File: src/ssh_pkg.sv
package ssh_pkg;

   // Widths
   localparam int SSH_DIV_W   = 10;
   localparam int SSH_SHIFT_W = 16;
   localparam int SSH_BYTE_W  = 8;
   localparam int SSH_CNT_W   = 4;

   // Last bit index per transfer length
   localparam logic [SSH_CNT_W-1:0] SSH_LAST_BIT_8  = 4'h7;
   localparam logic [SSH_CNT_W-1:0] SSH_LAST_BIT_16 = 4'hF;

   // Reset values
   localparam logic                    SSH_MODE_HI_RST    = 1'b0;
   localparam logic                    SSH_MODE_LO_RST    = 1'b0;
   localparam logic                    SSH_CLK_SRC_RST    = 1'b0;
   localparam logic [2:0]              SSH_PRESCALE_RST   = 3'h0;
   localparam logic                    SSH_IDLE_LEVEL_RST = 1'b0;
   localparam logic [SSH_SHIFT_W-1:0]  SSH_SHIFT_RST      = 16'h0000;
   localparam logic [SSH_CNT_W-1:0]    SSH_COUNT_RST      = 4'h0;
   localparam logic [SSH_DIV_W-1:0]    SSH_DIV_RST        = 10'h000;

   // Channel sequencing
   typedef enum logic [2:0] {
      ST_IDLE = 3'h1,
      ST_WAIT = 3'h2,
      ST_RUN  = 3'h4
   } ssh_state_t;

   // Prescaler tap bit: phi/1024 down to phi/2
   function automatic logic [3:0] ssh_tap(input logic [2:0] sel);
      case (sel)
         3'h0:    ssh_tap = 4'h9;
         3'h1:    ssh_tap = 4'h7;
         3'h2:    ssh_tap = 4'h5;
         3'h3:    ssh_tap = 4'h4;
         3'h4:    ssh_tap = 4'h3;
         3'h5:    ssh_tap = 4'h2;
         3'h6:    ssh_tap = 4'h1;
         default: ssh_tap = 4'h0;
      endcase
   endfunction

   // Mask of counter bits below the tap
   function automatic logic [SSH_DIV_W-1:0] ssh_low_mask(input logic [3:0] tap);
      ssh_low_mask = (10'h001 << tap) - 10'h001;
   endfunction

endpackage

File: src/ssh_prescaler.sv
`timescale 1ns/1ps
module ssh_prescaler
   import ssh_pkg::*;
(
   // Clock and reset
   input  wire logic       clk,
   input  wire logic       rst_n,
   // Control
   input  wire logic       clear,
   input  wire logic [2:0] sel,
   // Serial clock edge ticks
   output logic            tick_fall,
   output logic            tick_rise
);

   logic [SSH_DIV_W-1:0] count;
   logic [SSH_DIV_W-1:0] next_count;
   logic [SSH_DIV_W-1:0] mask;
   logic [3:0]           tap;
   logic                 low_full;

   // Free running divider; tap bit is the serial clock level
   always_comb begin
      tap        = ssh_tap(sel);
      mask       = ssh_low_mask(tap);
      low_full   = (count & mask) == mask;
      next_count = clear ? SSH_DIV_RST : count + 10'h001;
      // Ticks mark the edge at which the tap bit flips
      tick_fall  = low_full && count[tap] && !clear;
      tick_rise  = low_full && !count[tap] && !clear;
   end

   always_ff @(posedge clk or negedge rst_n) begin
      if (!rst_n) begin
         count <= SSH_DIV_RST;
      end else begin
         count <= next_count;
      end
   end

endmodule

File: src/ssh_shifter.sv
`timescale 1ns/1ps
// Function
// Words shift least significant bit first, both directions.
// Serial output changes on each serial clock falling edge, held until next.
// Serial input is sampled on each serial clock rising edge.
// With upper mode bit clear, lower mode bit picks 8 or 16 bits.
// Any control write resets bit counter and sequencing.
// 8-bit uses low byte only; 16-bit uses high and low bytes.
// Writing start flag begins shifting the loaded word out.
// Received bits shift into data bytes, readable after completion.
// Simultaneous mode sends and receives in one clock sequence.
// Completion sets the transfer done request flag.
// Done request reaches processor only while its enable is set.
// Internal clock pulses only during transfer, stopped until next start.
// After completion the output keeps the last bit shifted out.
// External source shifts on received clock pulses, none generated.
// External pulses after completion shift nothing and set overrun flag.
// Idle-level write while stopped sets the output pin immediately.
// Peer must wait for start flag before supplying external clock.
// Pins act only when their function bits are set; optional open drain.
// Start flag reads one while waiting and running, clears at completion.
// Overrun clears only by writing zero after reading it as one.
// Clock source picks prescaler or external; three bits pick division.
// Mode bits 10 drive the selected internal clock continuously.
// Completion after exactly 8 or 16 bits as selected.
// Sampled bit enters at top of shift path while LSB leaves.
module ssh_shifter
   import ssh_pkg::*;
(
   // Clock and reset
   input  wire logic       CLK,
   input  wire logic       RESET_N,
   // Control register write
   input  wire logic       CTRL_WR,
   input  wire logic       MODE_SELECT_HI,
   input  wire logic       MODE_SELECT_LO,
   input  wire logic       CLOCK_SOURCE_SELECT,
   input  wire logic [2:0] PRESCALE_SELECT,
   // Status register access
   input  wire logic       START_WR,
   input  wire logic       IDLE_LEVEL_WR,
   input  wire logic       IDLE_LEVEL_DATA,
   input  wire logic       OVERRUN_RD,
   input  wire logic       OVERRUN_CLR_WR,
   output logic            START_BUSY_FLAG,
   output logic            OVERRUN_FLAG,
   output logic            IDLE_LEVEL_BIT,
   // Shift data bytes
   input  wire logic       LOW_SHIFT_WR,
   input  wire logic       HIGH_SHIFT_WR,
   input  wire logic [7:0] SHIFT_WR_DATA,
   output logic [7:0]      LOW_SHIFT_BYTE,
   output logic [7:0]      HIGH_SHIFT_BYTE,
   // Interrupt request
   input  wire logic       TRANSFER_DONE_CLR_WR,
   input  wire logic       TRANSFER_DONE_IRQ_ENABLE,
   output logic            TRANSFER_DONE_REQUEST,
   output logic            TRANSFER_DONE_IRQ,
   // Pin function
   input  wire logic       PIN_CLOCK_FUNC,
   input  wire logic       PIN_IN_FUNC,
   input  wire logic       PIN_OUT_FUNC,
   input  wire logic       OPEN_DRAIN_SELECT,
   // Serial pins
   input  wire logic       SERIAL_CLOCK_PIN_I,
   output logic            SERIAL_CLOCK_PIN_O,
   output logic            SERIAL_CLOCK_PIN_OE_N,
   input  wire logic       SERIAL_IN_PIN_I,
   output logic            SERIAL_OUT_PIN_O,
   output logic            SERIAL_OUT_PIN_OE_N
);

   logic                   rst_meta;
   logic                   rst_n;
   logic                   sck_meta;
   logic                   sck_sync;
   logic                   sck_prev;
   logic                   si_meta;
   logic                   si_sync;
   logic                   sck_eff;
   logic                   si_bit;
   logic                   ext_fall;
   logic                   ext_rise;
   logic                   div_fall;
   logic                   div_rise;
   logic                   edge_fall;
   logic                   edge_rise;
   logic                   mode_hi;
   logic                   mode_lo;
   logic                   clk_ext;
   logic [2:0]             prescale;
   logic                   next_mode_hi;
   logic                   next_mode_lo;
   logic                   next_clk_ext;
   logic [2:0]             next_prescale;
   logic                   len16;
   logic                   continuous;
   logic [SSH_CNT_W-1:0]   last_bit;
   ssh_state_t             state;
   ssh_state_t             next_state;
   logic [SSH_CNT_W-1:0]   bit_count;
   logic [SSH_CNT_W-1:0]   next_bit_count;
   logic [SSH_SHIFT_W-1:0] shift;
   logic [SSH_SHIFT_W-1:0] next_shift;
   logic                   so_level;
   logic                   next_so_level;
   logic                   sck_level;
   logic                   next_sck_level;
   logic                   finished;
   logic                   next_finished;
   logic                   done_evt;
   logic                   ovr_evt;
   logic                   done_req;
   logic                   next_done_req;
   logic                   overrun;
   logic                   next_overrun;
   logic                   ovr_armed;
   logic                   next_ovr_armed;

   // Reset release through two flops
   always_ff @(posedge CLK or negedge RESET_N) begin
      if (!RESET_N) begin
         rst_meta <= 1'b0;
         rst_n    <= 1'b0;
      end else begin
         rst_meta <= 1'b1;
         rst_n    <= rst_meta;
      end
   end

   // Pin synchronisers; sck_prev only looks at the second stage
   always_ff @(posedge CLK or negedge rst_n) begin
      if (!rst_n) begin
         sck_meta <= 1'b1;
         sck_sync <= 1'b1;
         sck_prev <= 1'b1;
         si_meta  <= 1'b1;
         si_sync  <= 1'b1;
      end else begin
         sck_meta <= SERIAL_CLOCK_PIN_I;
         sck_sync <= sck_meta;
         sck_prev <= sck_eff;
         si_meta  <= SERIAL_IN_PIN_I;
         si_sync  <= si_meta;
      end
   end

   // Pin functions gate the inputs; unused pins look idle high
   assign sck_eff  = PIN_CLOCK_FUNC ? sck_sync : 1'b1;
   assign si_bit   = PIN_IN_FUNC ? si_sync : 1'b1;
   assign ext_fall = sck_prev && !sck_eff;
   assign ext_rise = !sck_prev && sck_eff;

   // Divider restarts on control write so phase is known
   ssh_prescaler u_prescaler (
      .clk       (CLK),
      .rst_n     (rst_n),
      .clear     (CTRL_WR),
      .sel       (prescale),
      .tick_fall (div_fall),
      .tick_rise (div_rise)
   );

   // Edge source: own prescaler or peer clock
   assign edge_fall  = clk_ext ? ext_fall : div_fall;
   assign edge_rise  = clk_ext ? ext_rise : div_rise;
   assign len16      = !mode_hi && mode_lo;
   assign continuous = mode_hi && !mode_lo && !clk_ext;
   assign last_bit   = len16 ? SSH_LAST_BIT_16 : SSH_LAST_BIT_8;

   // Control register
   always_comb begin
      next_mode_hi  = mode_hi;
      next_mode_lo  = mode_lo;
      next_clk_ext  = clk_ext;
      next_prescale = prescale;
      if (CTRL_WR) begin
         next_mode_hi  = MODE_SELECT_HI;
         next_mode_lo  = MODE_SELECT_LO;
         next_clk_ext  = CLOCK_SOURCE_SELECT;
         next_prescale = PRESCALE_SELECT;
      end
   end

   always_ff @(posedge CLK or negedge rst_n) begin
      if (!rst_n) begin
         mode_hi  <= SSH_MODE_HI_RST;
         mode_lo  <= SSH_MODE_LO_RST;
         clk_ext  <= SSH_CLK_SRC_RST;
         prescale <= SSH_PRESCALE_RST;
      end else begin
         mode_hi  <= next_mode_hi;
         mode_lo  <= next_mode_lo;
         clk_ext  <= next_clk_ext;
         prescale <= next_prescale;
      end
   end

   // Transfer sequencer, shift path and output level
   always_comb begin
      next_state     = state;
      next_bit_count = bit_count;
      next_shift     = shift;
      next_so_level  = so_level;
      next_finished  = finished;
      done_evt       = 1'b0;
      case (state)
         ST_IDLE: begin
            // Continuous clock mode carries no data
            if (START_WR && !mode_hi) begin
               next_state    = ST_WAIT;
               next_finished = 1'b0;
            end
            if (IDLE_LEVEL_WR) begin
               next_so_level = IDLE_LEVEL_DATA;
            end
            if (LOW_SHIFT_WR) begin
               next_shift[7:0] = SHIFT_WR_DATA;
            end
            if (HIGH_SHIFT_WR) begin
               next_shift[15:8] = SHIFT_WR_DATA;
            end
         end
         ST_WAIT: begin
            // Armed; an external peer starts clocking only now
            if (edge_fall) begin
               next_state    = ST_RUN;
               next_so_level = shift[0];
            end
         end
         ST_RUN: begin
            if (edge_fall) begin
               next_so_level = shift[0];
            end
            if (edge_rise) begin
               // Sample enters at the top, word moves toward the LSB
               if (len16) begin
                  next_shift = {si_bit, shift[15:1]};
               end else begin
                  next_shift[7:0] = {si_bit, shift[7:1]};
               end
               if (bit_count == last_bit) begin
                  next_state     = ST_IDLE;
                  next_bit_count = SSH_COUNT_RST;
                  next_finished  = 1'b1;
                  done_evt       = 1'b1;
               end else begin
                  next_bit_count = bit_count + 4'h1;
               end
            end
         end
         default: begin
            next_state = ST_IDLE;
         end
      endcase
      // A control write drops any transfer in flight
      if (CTRL_WR) begin
         next_state     = ST_IDLE;
         next_bit_count = SSH_COUNT_RST;
         next_finished  = 1'b0;
      end
   end

   // Serial clock level; idles high between transfers
   always_comb begin
      next_sck_level = 1'b1;
      if (continuous || (next_state == ST_RUN && !clk_ext)) begin
         next_sck_level = div_rise ? 1'b1 : (div_fall ? 1'b0 : sck_level);
      end
   end

   always_ff @(posedge CLK or negedge rst_n) begin
      if (!rst_n) begin
         state     <= ST_IDLE;
         bit_count <= SSH_COUNT_RST;
         shift     <= SSH_SHIFT_RST;
         so_level  <= SSH_IDLE_LEVEL_RST;
         finished  <= 1'b0;
         sck_level <= 1'b1;
      end else begin
         state     <= next_state;
         bit_count <= next_bit_count;
         shift     <= next_shift;
         so_level  <= next_so_level;
         finished  <= next_finished;
         sck_level <= next_sck_level;
      end
   end

   // Sticky flags; a set in the clearing cycle wins
   assign ovr_evt = clk_ext && state == ST_IDLE && finished && ext_fall;

   always_comb begin
      next_done_req  = done_evt || (done_req && !TRANSFER_DONE_CLR_WR);
      next_overrun   = ovr_evt || (overrun && !(OVERRUN_CLR_WR && ovr_armed));
      next_ovr_armed = ovr_armed;
      if (OVERRUN_RD && overrun) begin
         next_ovr_armed = 1'b1;
      end else if (OVERRUN_CLR_WR) begin
         next_ovr_armed = 1'b0;
      end
   end

   always_ff @(posedge CLK or negedge rst_n) begin
      if (!rst_n) begin
         done_req  <= 1'b0;
         overrun   <= 1'b0;
         ovr_armed <= 1'b0;
      end else begin
         done_req  <= next_done_req;
         overrun   <= next_overrun;
         ovr_armed <= next_ovr_armed;
      end
   end

   // Outputs
   assign START_BUSY_FLAG       = state != ST_IDLE;
   assign OVERRUN_FLAG          = overrun;
   assign IDLE_LEVEL_BIT        = so_level;
   assign LOW_SHIFT_BYTE        = shift[7:0];
   assign HIGH_SHIFT_BYTE       = shift[15:8];
   assign TRANSFER_DONE_REQUEST = done_req;
   assign TRANSFER_DONE_IRQ     = done_req && TRANSFER_DONE_IRQ_ENABLE;
   // Clock pin drives only as output of the internal source
   assign SERIAL_CLOCK_PIN_O    = sck_level;
   assign SERIAL_CLOCK_PIN_OE_N = !(PIN_CLOCK_FUNC && !clk_ext);
   // Open drain pulls low only, a high level floats
   assign SERIAL_OUT_PIN_O      = so_level;
   assign SERIAL_OUT_PIN_OE_N   = !(PIN_OUT_FUNC && (!OPEN_DRAIN_SELECT || !so_level));
endmodule

File: config.mk
export PLATFORM = sky130hd
export DESIGN_NAME = ssh_shifter
export DESIGN_NICKNAME = d
export VERILOG_FILES = /design/src/ssh_pkg.sv /design/src/ssh_prescaler.sv /design/src/ssh_shifter.sv
export SDC_FILE = /design/constraint.sdc
export NUM_CORES = 1
export LEC_CHECK = 0
export BUFFER_PORTS_ARGS = -buffer_cell sky130_fd_sc_hd__buf_2
export CAP_MARGIN = 20
export CELL_PAD_IN_SITES_DETAIL_PLACEMENT = 0
export CELL_PAD_IN_SITES_GLOBAL_PLACEMENT = 1
export CORE_ASPECT_RATIO = 2
export CORE_UTILIZATION = 41
export CTS_BUF_LIST = sky130_fd_sc_hd__clkbuf_8
export DETAILED_ROUTE_END_ITERATION = 10
export PLACE_DENSITY = 0.82
export SLEW_MARGIN = 20
export SYNTH_ARGS = -nofsm -noshare
export SYNTH_HDL_FRONTEND = slang
export SYNTH_SLANG_ARGS = --single-unit
File: constraint.sdc
create_clock -name CLK -period 4.7 [get_ports CLK]
set_input_delay 1.41 -clock CLK [delete_from_list [all_inputs] [get_ports CLK]]
set_output_delay 1.41 -clock CLK [all_outputs]
set_load 0.02 [all_outputs]
-- Word-level counts from Yosys, hierarchy flattened
Cells that the tools add are included.
- word-level logic and storage cells: 143
- register bits after elaboration: 52
- bits of input ports: 32
- output and inout bits: 25
- add/subtract/negate cells: 3
- mux-type cells: 41
- shifts and indexed selects: 1
- magnitude comparators: 1
- bitwise operators: 1
- equality and inequality tests: 23
- reductions and logical operators: 51
- operators by type and width (cell ; number):
    8-bit 2-to-1 mux ; 4
    16-bit one-hot mux with 2 select lines ; 1
    4-bit one-hot mux with 7 select lines ; 1
    1-bit logical AND ; 21
    4-bit 2-to-1 mux ; 5
    1-bit 2-to-1 mux ; 19
    16-bit 2-to-1 mux ; 1
    3-bit == test (second input constant) ; 5
    3-bit 2-to-1 mux ; 5
    1-bit logical NOT ; 13
    3-bit != test (second input constant) ; 4
    10-bit by 1-bit adder with 10-bit output (second input constant) ; 1
    10-bit bitwise AND ; 1
    10-bit == test ; 1
    10-bit 2-to-1 mux ; 1
    2-bit != test (second input constant) ; 5
    2-bit nonzero test ; 5
    1-bit by 4-bit << shifter with 10-bit output (first input constant) ; 1
    10-bit by 1-bit subtractor with 10-bit output (second input constant) ; 1
    3-bit by 2-bit == test with 1-bit output (second input constant) ; 3
    3-bit one-hot mux with 3 select lines ; 1
    4-bit AND reduction ; 2
    3-bit by 1-bit == test with 1-bit output (second input constant) ; 2
    3-bit AND reduction ; 2
    other kinds (12) ; 16

-- Depth between registers and ports, before layout
Gate-level depths: netlist (run 1).
- depth in word-level cells: 16
- mapped depth: 8
- mapped depth without buffers: 6

-- Modules after synthesis
A second synthesis (run 1) with hierarchy kept.
- cell total of the unflattened synthesis: 276
- area total of the unflattened synthesis: 2807.7 µm²
- by module, submodules not included (module ; instances ; seq. area each (µm²) ; cells an instance ; area each (µm²)):
    ssh_shifter ; 1 ; 1059.8 ; 198 ; 2062.0
    ssh_prescaler ; 1 ; 250.2 ; 78 ; 745.7

-- Worst setup path after synthesis (run 1)
Ideal clock, no wire load.
- path type: input to output
- start point: input port TRANSFER_DONE_IRQ_ENABLE
- end point: output port TRANSFER_DONE_IRQ
- slack: 1664 ps
- data arrival time: 1626 ps
- data required time: 3290 ps
- cell stages on the path: 1
- path buffers: 0
- cell sequence: and2_1
- cells in the longest elaborated chain, start to end: 1
- RTL lines (item ; line ; RTL):
    start, declared ; ssh_shifter.sv:56 ; input wire logic TRANSFER_DONE_IRQ_ENABLE,
    1-bit logical AND ; ssh_shifter.sv:323 ; assign TRANSFER_DONE_IRQ = done_req && TRANSFER_DONE_IRQ_ENABLE;
    end, declared ; ssh_shifter.sv:58 ; output logic TRANSFER_DONE_IRQ,
No other way between the ends.

-- Worst setup path after layout (run 1)
Ends and elaborated chain as after synthesis.

==> out/results.txt, run 1 <==
status: complete, no violations
RSZ-0062 raised after global routing: no
Cell Chain, Critical Path: buf_2 -> and2_1 -> buf_2
met1 Use GR: 18.49%
largest net degree at the start of global routing: 51
Mapped Nets: 283
top cells by area, synth: dfrtp_1 43%, nand2_1 7.3%, dfstp_2 7.0%
die width: 58.49 um
GRT Max-Usage Layer: met2
crit path capture type: primary output
drt first pass iters: 4
final-layout fill cell count: 587
CP delay by family, top: buffers and inverters
Num Clock Sinks: 52
mapped cell area: 2616 um2
Clock Skews: 0.01029 ns
Clock Pin Slew Worst Setup and Hold Paths: 0.09 ns
# hold bufs at CTS: 0
Pwr Density: 343.8 nW/um2
CP bufs+invs: 2
vias in the first global route: 1,941
Iter 0 DRT Violations: 33
ports placed on the boundary: 57
setup_tns: 0 ns
Detail Route Antenna Nets: 0
routability congestion estimate: 0.8257
Area after DPL: 2949 um2
core box area: 6056 um2
HP Class: flip-flop to asynchronous set/reset pin
area share of the largest cell type after synthesis: 43.04%
Post-synth EDFFs: 0
crit-path max cell delay: 0.15 ns
# diodes: 0
Synth async-reset ratio: 100.0%
Post-Route WL: 5462 um
Final HPWL DP: 4095 um
Syn Area/Cell: 10.51 um2
layout net count: 336
Tot GR Track Use: 17.88%
synth unique cells: 52
post-route core utilization: 50.52%
most common cell after layout, fill and taps aside: buf_2
first-pass GRT wire length: 9025 um
Finished Cell Area: 3059 um2
Fmax: 312.8 MHz
met2 usage: 33.10%
Critical Path AT: 1.79 ns
static leakage: 1.409 nW
critical path's slowest cell: buf_2
drt drc: 0
fin. max-slew vios: 0
Slew headroom: 55.43%
met3 GRT Util: 3.712%
worst vdd ir: 0.2174 mV
# rows: 40
DR WL/cell: 14.11 um
H-tree depth: 2
Inserted Clock Buffers: 5
via density per instance: 5.059
Synth Register Bits: 52
Total Die Area: 6724 um2
Crit Path Class: primary input to primary output
cell mode on critical path: buf_2
I/O Buffers: 56
final setup vio count: 0
CP required: 3.29 ns
starting density of the core: 43.20%
share of cells above drive strength 1: 31.02%
clock latency on the worst-skew pair: 0.32 ns
most used flip-flop cell after synthesis: dfrtp_1
synthesis-to-layout area growth: 16.93%
final worst-path setup slack: 1.503 ns
post-synth top area cell: dfrtp_1
gr ovfl total: 0
Yosys warning count: 0
most frequent cells in the layout: 56 x buf_2, 51 x nand2_1, 44 x dfrtp_1
antenna violations before repair: 0
crit path launch type: primary input
register area share after synthesis: 50.07%
Min Clock Period, post-route: 3.197 ns
crit-path max FO: 1
CTS tree: done
Clock Path Buffers: 2
slew at the pin with the worst max-slew slack: 0.6678 ns
CTS root buffer: clkbuf_8
Place WS: 1.342 ns
Setup Buffers After CTS: 0
final hold violations: 0
Final Cycle Share: 68.03%
Post-CTS Resized: 0
Max Cap Viol: 0
DIE HEIGHT: 115.0 um
cells after synthesis: 249
Vias: 1,958
[metal layers]
layer	wire length [um]	part of all wire (%)	vias to the layer above
met2	3087	57	45
met5	0	0	-
met4	145	2.7	0
li1	-	-	951
met3	206	3.8	11
met1	2021	37	951
[flip-flops by register name, indices dropped and copies added (netlist names), 3 cells and up]
name and flops:
shift 16, bit_count 4, prescale 3, state 3, u_prescaler.count 10
[cells by family (layout without fill, tap and decap cells)]
logic type               after synthesis  after routing  share of synthesized area, %
buffers and inverters                 16             70                         2.917
XOR/XNOR                               8              8                         2.678
AO/OA/AOI/OAI                         37             37                         10.24
multiplexers                          27             27                         14.25
adder cells (fa/ha/maj)                2              2                        0.9563
flip-flops                            52             52                         50.07
AND/OR/NAND/NOR                      106            106                         18.75
other                                  1              1                        0.1433
[layout make-up]
| type | count | area, um2 | share of cell area (%) |
|---|---|---|---|
| sequential | 52 | 1314 | 42.94 |
| multi-input combinational | 181 | 1230 | 40.20 |
| timing repair buffer | 56 | 280.3 | 9.162 |
| tap | 84 | 105.1 | 3.436 |
| clock buffer | 5 | 68.82 | 2.249 |
| clock inverter | 3 | 38.79 | 1.268 |
| inverter | 6 | 22.52 | 0.7362 |
[worst register-to-register path: stages (launching register included)]
cell,delay [ns]
dfrtp_1,0.47
mux4_1,0.63
mux2i_4,0.23
nand2b_1,0.08
o21bai_1,0.17
a32o_1,0.43
mux2_1,0.37
[report_power, final]
group / internal (mW) / switching [mW]
logic: 0.0943 / 0.111
clock network: 0.156 / 0.148
registers: 0.493 / 0.0484
total: 0.744 / 0.308
[stage by stage]
| stage | power (mW) | std cells | hold WS, ns |
|---|---|---|---|
| finish | 1.052 | 387 | 0.3562 |
| global route | 1.100 | 387 | 0.3690 |
| CTS | 1.066 | 387 | 0.3615 |
| detailed placement | 0.7599 | 379 | 0.3401 |
| global placement | 0.7558 | 379 | 0.3388 |
| floorplan | 0.6865 | 249 | 0.3312 |
[Yosys cell counts, types with 3 or more instances]
cell / number
nand2_1: 51
dfrtp_1: 45
nor2_1: 20
a21oi_1: 10
mux2_1: 8
mux2_4: 8
nand2b_1: 8
o21ai_0: 8
dfstp_2: 7
clkbuf_1: 6
inv_1: 6
mux2_2: 6
nand3_1: 6
nor2b_1: 6
xor2_1: 5
o21bai_1: 3
xnor2_1: 3
[path summary, 6_finish.rpt]
check | from | to | slack [ns] | depth (start not counted)
max | TRANSFER_DONE_IRQ_ENABLE | TRANSFER_DONE_IRQ | 1.50 | 3
min | rst_n | ovr_armed | 0.36 | 0
max reg2reg | prescale[1] | shift[13] | 2.21 | 6
min reg2reg | rst_n | ovr_armed | 0.36 | 0
max in group asynchronous | RESET_N | rst_n | 3.73 | 1
min in group CLK | rst_meta | rst_n | 0.36 | 0
(Power assumes the default switching activity.)
==> run 2, diff against run 1 <==
- clock period: 4.7 -> 3.1 ns (I/O delays scaled with it)
==> out/results.txt, run 2 (synthesis results as in run 1) <==
status: complete, no violations
Num Clock Sinks: 52 (unchanged)
routability congestion estimate: 0.7279 (-12%)
Max Cap Viol: 0 (unchanged)
# rows: 40 (unchanged)
Largest register FFs: 16 (unchanged)
most common cell after layout, fill and taps aside: buf_2
largest net degree at the start of global routing: 51 (unchanged)
Cell Chain, Critical Path: mux4_1 -> mux2i_4 -> nand2b_1 -> o21bai_1 -> a32o_1 -> mux2_1
H-tree depth: 2 (unchanged)
starting density of the core: 43.20% (unchanged)
critical path's slowest cell: mux4_1
Tot GR Track Use: 17.28% (-0.60 points)
biggest regs: shift: 16 flops, u_prescaler.count: 10 flops, bit_count: 4 flops
crit-path max FO: 8 (+7)
Total Die Area: 6724 um2 (unchanged)
Clock Path Buffers: 2 (unchanged)
DR WL/cell: 13.63 um (-3.4%)
first-pass GRT wire length: 8818 um (-2.3%)
crit path from: prescale[1]
HP Class: flip-flop to asynchronous set/reset pin
CP bufs+invs: 0 (-2)
FF-to-FF Start: prescale[1]
antenna violations before repair: 0 (unchanged)
Post-CTS Resized: 0 (unchanged)
Crit Path Class: flip-flop to flip-flop
share of cells above drive strength 1: 31.48% (+0.45 points)
Reg power frac: 53.7% (+2.2 points)
CTS root buffer: clkbuf_8
setup_tns: 0 ns (unchanged)
Post-Route WL: 5302 um (-2.9%)
via density per instance: 4.977 (-1.6%)
core box area: 6056 um2 (unchanged)
final setup vio count: 0 (unchanged)
worst reg2reg path depth: 6 (unchanged)
Vias: 1,936 (-1.1%)
capturing point of the worst reg2reg path: shift[14]
Slew headroom: 56.02% (+0.59 points)
layout net count: 338 (+0.60%)
slew at the pin with the worst max-slew slack: 0.6597 ns (-0.008115 ns)
drt drc: 0 (unchanged)
Final HPWL DP: 4033 um (-1.5%)
synthesis-to-layout area growth: 16.98% (about the same)
# diodes: 0 (unchanged)
Min Hold Slack: 0.3538 ns (-0.002412 ns)
Iter 0 DRT Violations: 52 (+58%)
crit path launch type: flip-flop
Fmax: 398.0 MHz
Inserted Clock Buffers: 5 (unchanged)
combinational share of power: 20.4% (+0.8 points)
Setup Buffers After CTS: 0 (unchanged)
die width: 58.49 um (unchanged)
Net Sw Power: 0.4571 mW (+48%)
# hold bufs at CTS: 0 (unchanged)
Detail Route Antenna Nets: 0 (unchanged)
RSZ-0062 raised after global routing: no
crit-path max cell delay: 0.64 ns (+0.49 ns)
DIE HEIGHT: 115.0 um (unchanged)
Pwr Density: 499.1 nW/um2 (+45%)
worst vdd ir: 0.3787 mV (+74%)
Final Cycle Share: 81.06%
crit path capture type: flip-flop
gr ovfl total: 0 (unchanged)
CTS tree: done
r2r setup slk: 0.59 ns (-1.62 ns)
Min Clock Period, post-route: 2.513 ns
internal power: 1.070 mW (+44%)
most frequent cells in the layout: 56 x buf_2, 51 x nand2_1, 44 x dfrtp_1
static leakage: 1.409 nW (about the same)
Clock Pin Slew Worst Setup and Hold Paths: 0.09 ns (about the same)
clock power share: 25.9% (-3.0 points)
register name with the most flops: shift
I/O Buffers: 56 (unchanged)
Sw Ratio: 29.92% (+0.64 points)
vias in the first global route: 1,872 (-3.6%)
CP required: 3.29 ns (about the same)
Worst path depth: 6 (+3)
Critical Path AT: 2.70 ns (+0.91 ns)
final hold violations: 0 (unchanged)
post-route core utilization: 50.54% (about the same)
CP delay by family, top: multiplexers
Clock Skews: 0.007791 ns (-0.002499 ns)
ports placed on the boundary: 57 (unchanged)
clock latency on the worst-skew pair: 0.30 ns (-0.02 ns)
fin. max-slew vios: 0 (unchanged)
CP endpoint: shift[14]
drt first pass iters: 4 (unchanged)
run 2: changes by cell type in the layout (fill, tap and decap cells not counted):
cell        delta
bufinv_16      -1
clkbuf_8       +1
clkinv_2       -1
buf_4          +2
clkinvlp_4     +1
run 2: cell type report:
class	count	area, um2
fill	587	2995
sequential	52	1314
multi-input combinational	181	1230
timing repair buffer	58	295.3
tap	84	105.1
clock buffer	6	82.58
inverter	6	22.52
clock inverter	2	11.26
run 2: per-layer routing:
layer  vias up  global-route usage, %  wire length [um]
met5         -                      0                 0
met4         0                  5.714                89
met3         6                  2.700               160
met2        41                  33.10              3025
met1       931                  18.58              2028
li1        958                      -                 -
run 2: worst reg2reg max path, cell delays in order, from the launching register on:
cell and delay (ns):
dfrtp_1 0.47, mux4_1 0.64, mux2i_4 0.23, nand2b_1 0.08
o21bai_1 0.18, a32o_1 0.44, mux2_1 0.37
run 2: how the worst min path moves through the flow:
stage / startpoint / to / slack [ns] / cells after the start
after CTS: rst_meta / rst_n / 0.36 / 0
after detailed placement: rst_meta / rst_n / 0.33 / 0
after global routing: si_meta / si_sync / 0.36 / 0
after floorplan: rst_meta / rst_n / 0.33 / 0
after global placement: rst_meta / rst_n / 0.34 / 0
final: rst_n / TRANSFER_DONE_REQUEST / 0.35 / 0
run 2: power by group through the flow:
| stage | Combinational [mW] | Clock, mW | Sequential, mW |
|---|---|---|---|
| 6_report | 0.312 | 0.396 | 0.820 |
| 5_1_grt | 0.339 | 0.440 | 0.833 |
| 3_3_place_gp | 0.310 | 0 | 0.834 |
| 4_1_cts | 0.317 | 0.415 | 0.823 |
| 3_5_place_dp | 0.316 | 0 | 0.836 |
| 2_1_floorplan | 0.164 | 0 | 0.877 |
run 2: per-stage QoR:
| stage | worst slack (ns) | power (mW) | instances | area, um2 |
|---|---|---|---|---|
| 2_1_floorplan | 0.6439 | 1.041 | 249 | 2616 |
| 3_3_place_gp | 0.4442 | 1.144 | 381 | 2964 |
| 3_5_place_dp | 0.3863 | 1.152 | 381 | 2964 |
| 4_1_cts | 0.5763 | 1.554 | 389 | 3058 |
| 5_1_grt | 0.4470 | 1.613 | 389 | 3060 |
| 6_report | 0.5872 | 1.528 | 389 | 3060 |
==> run 3, diff against run 2 <==
- clock period: 3.1 -> 2.6 ns (I/O delays scaled with it)
==> out/results.txt, run 3 (synthesis results as in run 1) <==
final worst-path setup slack: 0.2196 ns (-0.3676 ns)
Inserted Clock Buffers: 5 (unchanged)
CTS root buffer: clkbuf_8
capturing point of the worst reg2reg path: shift[9]
placed insts: 389 (+2.1%)
H-tree depth: 2 (unchanged)
Pwr Density: 608.6 nW/um2 (+22%)
die width: 58.49 um (unchanged)
I/O Buffers: 56 (unchanged)
largest net degree at the start of global routing: 51 (unchanged)
Setup Buffers After CTS: 0 (unchanged)
antenna violations before repair: 0 (unchanged)
DIE HEIGHT: 115.0 um (unchanged)
worst reg2reg path depth: 6 (unchanged)
Detail Route Antenna Nets: 0 (unchanged)
Critical Path AT: 2.57 ns (-0.13 ns)
r2r setup slk: 0.22 ns (-0.37 ns)
final setup vio count: 0 (unchanged)
CP required: 2.79 ns (-0.50 ns)
setup_tns: 0 ns (unchanged)
gr ovfl total: 0 (unchanged)
Num Clock Sinks: 52 (unchanged)
Post-Route WL: 5535 um (+4.4%)
Final Power: 1.909 mW (+25%)
Min Clock Period, post-route: 2.380 ns (-0.1324 ns)
crit path from: prescale[1]
synthesis-to-layout area growth: 19.89%
Final Cycle Share: 91.56% (+10 points)
HP Class: primary input to asynchronous set/reset pin
ports placed on the boundary: 57 (unchanged)
Area after DPL: 3024 um2 (+2.0%)
Clock Skews: 0.009769 ns (+0.001978 ns)
Crit Path Class: flip-flop to flip-flop
drt first pass iters: 4 (unchanged)
Tot GR Track Use: 17.60% (+0.32 points)
FF-to-FF Start: prescale[1]
final hold violations: 0 (unchanged)
Largest register FFs: 16 (unchanged)
vias in the first global route: 1,941 (+3.7%)
share of cells above drive strength 1: 33.87% (+2.4 points)
Max Cap Viol: 0 (unchanged)
Min Hold Slack: 0.2358 ns (-0.1180 ns)
routability congestion estimate: 0.7682 (+5.5%)
register name with the most flops: shift
Iter 0 DRT Violations: 73 (+40%)
CTS tree: done
Place WS: 0.1278 ns (-0.2585 ns)
CP endpoint: shift[9]
Finished Cell Area: 3137 um2 (+2.5%)
# rows: 40 (unchanged)
Total Die Area: 6724 um2 (unchanged)
biggest regs: shift: 16 flops, u_prescaler.count: 10 flops, bit_count: 4 flops
core box area: 6056 um2 (unchanged)
Clock Pin Slew Worst Setup and Hold Paths: 0.09 ns (about the same)
crit-path max FO: 8 (unchanged)
crit path capture type: flip-flop
status: complete, no violations
layout net count: 346 (+2.4%)
Clock Path Buffers: 2 (unchanged)
drt drc: 0 (unchanged)
slew at the pin with the worst max-slew slack: 0.6349 ns (-0.02483 ns)
first-pass GRT wire length: 9004 um (+2.1%)
clock latency on the worst-skew pair: 0.30 ns (about the same)
# diodes: 0 (unchanged)
static leakage: 1.459 nW (+3.5%)
most frequent cells in the layout: 56 x buf_2, 51 x nand2_1, 44 x dfrtp_1
crit path launch type: flip-flop
post-route core utilization: 51.80% (+1.3 points)
Final HPWL DP: 4173 um (+3.5%)
starting density of the core: 43.20% (unchanged)
Vias: 2,011 (+3.9%)
via density per instance: 5.065 (+1.8%)
most common cell after layout, fill and taps aside: buf_2
Fmax: 420.1 MHz (+5.6%)
Layout Cells excl Fill: 397 (+2.1%)
DR WL/cell: 13.94 um (+2.3%)
worst vdd ir: 0.3332 mV (-12%)
RSZ-0062 raised after global routing: no
fin. max-slew vios: 0 (unchanged)
Slew headroom: 57.67% (+1.7 points)
==> run 3: cell types whose count changed in the layout (fill, tap and decap cells not counted), sizes merged <==
cell,previous run,this run
clkbuf,6,5
clkinv,0,1
bufinv,0,1
buf,58,66
inv,7,6
==> run 3: critical path, stage by stage, from the launching register on <==
cell	delay [ns]
dfrtp_1	0.45
mux4_1	0.62
mux2i_4	0.22
nand2b_1	0.09
o21bai_1	0.20
a32o_2	0.35
mux2_1	0.35
==> run 3: metal layers <==
metal | GRT usage [%] | vias up | wire (um)
met3 | 2.362 | 5 | 179
li1 | - | 971 | -
met1 | 19.52 | 990 | 2130
met4 | 5.714 | 0 | 57
met5 | 0 | - | 0
met2 | 33.41 | 45 | 3167
==> run 3: area by class of cell <==
cell class	instances	area [um2]
Clock buffer	5	68.82
Tap cell	84	105.1
Timing Repair Buffer	66	355.3
Fill cell	581	2919
Multi-Input combinational cell	181	1231
Sequential cell	52	1311
Clock inverter	3	42.54
Inverter	6	22.52
==> run 3: worst min path at each step <==
stage              from  cells after the start  slack (ns)     to
2_1_floorplan  rst_meta                      0        0.33  rst_n
3_3_place_gp   rst_meta                      0        0.34  rst_n
3_5_place_dp   rst_meta                      0        0.34  rst_n
4_1_cts         RESET_N                      1        0.22  rst_n
5_1_grt         RESET_N                      1        0.22  rst_n
6_report        RESET_N                      1        0.24  rst_n
==> run 3: what timing repair did <==
action                     4_1_cts  5_1_grt
setup endpoints to repair        0        8
resized for setup                0        1
hold buffers                     0        0
==> run 3: power by group <==
group	switching, mW	leakage, nW	internal (mW)
registers	0.0704	0.640	0.892
clock network	0.261	0.0541	0.285
logic	0.220	0.764	0.181
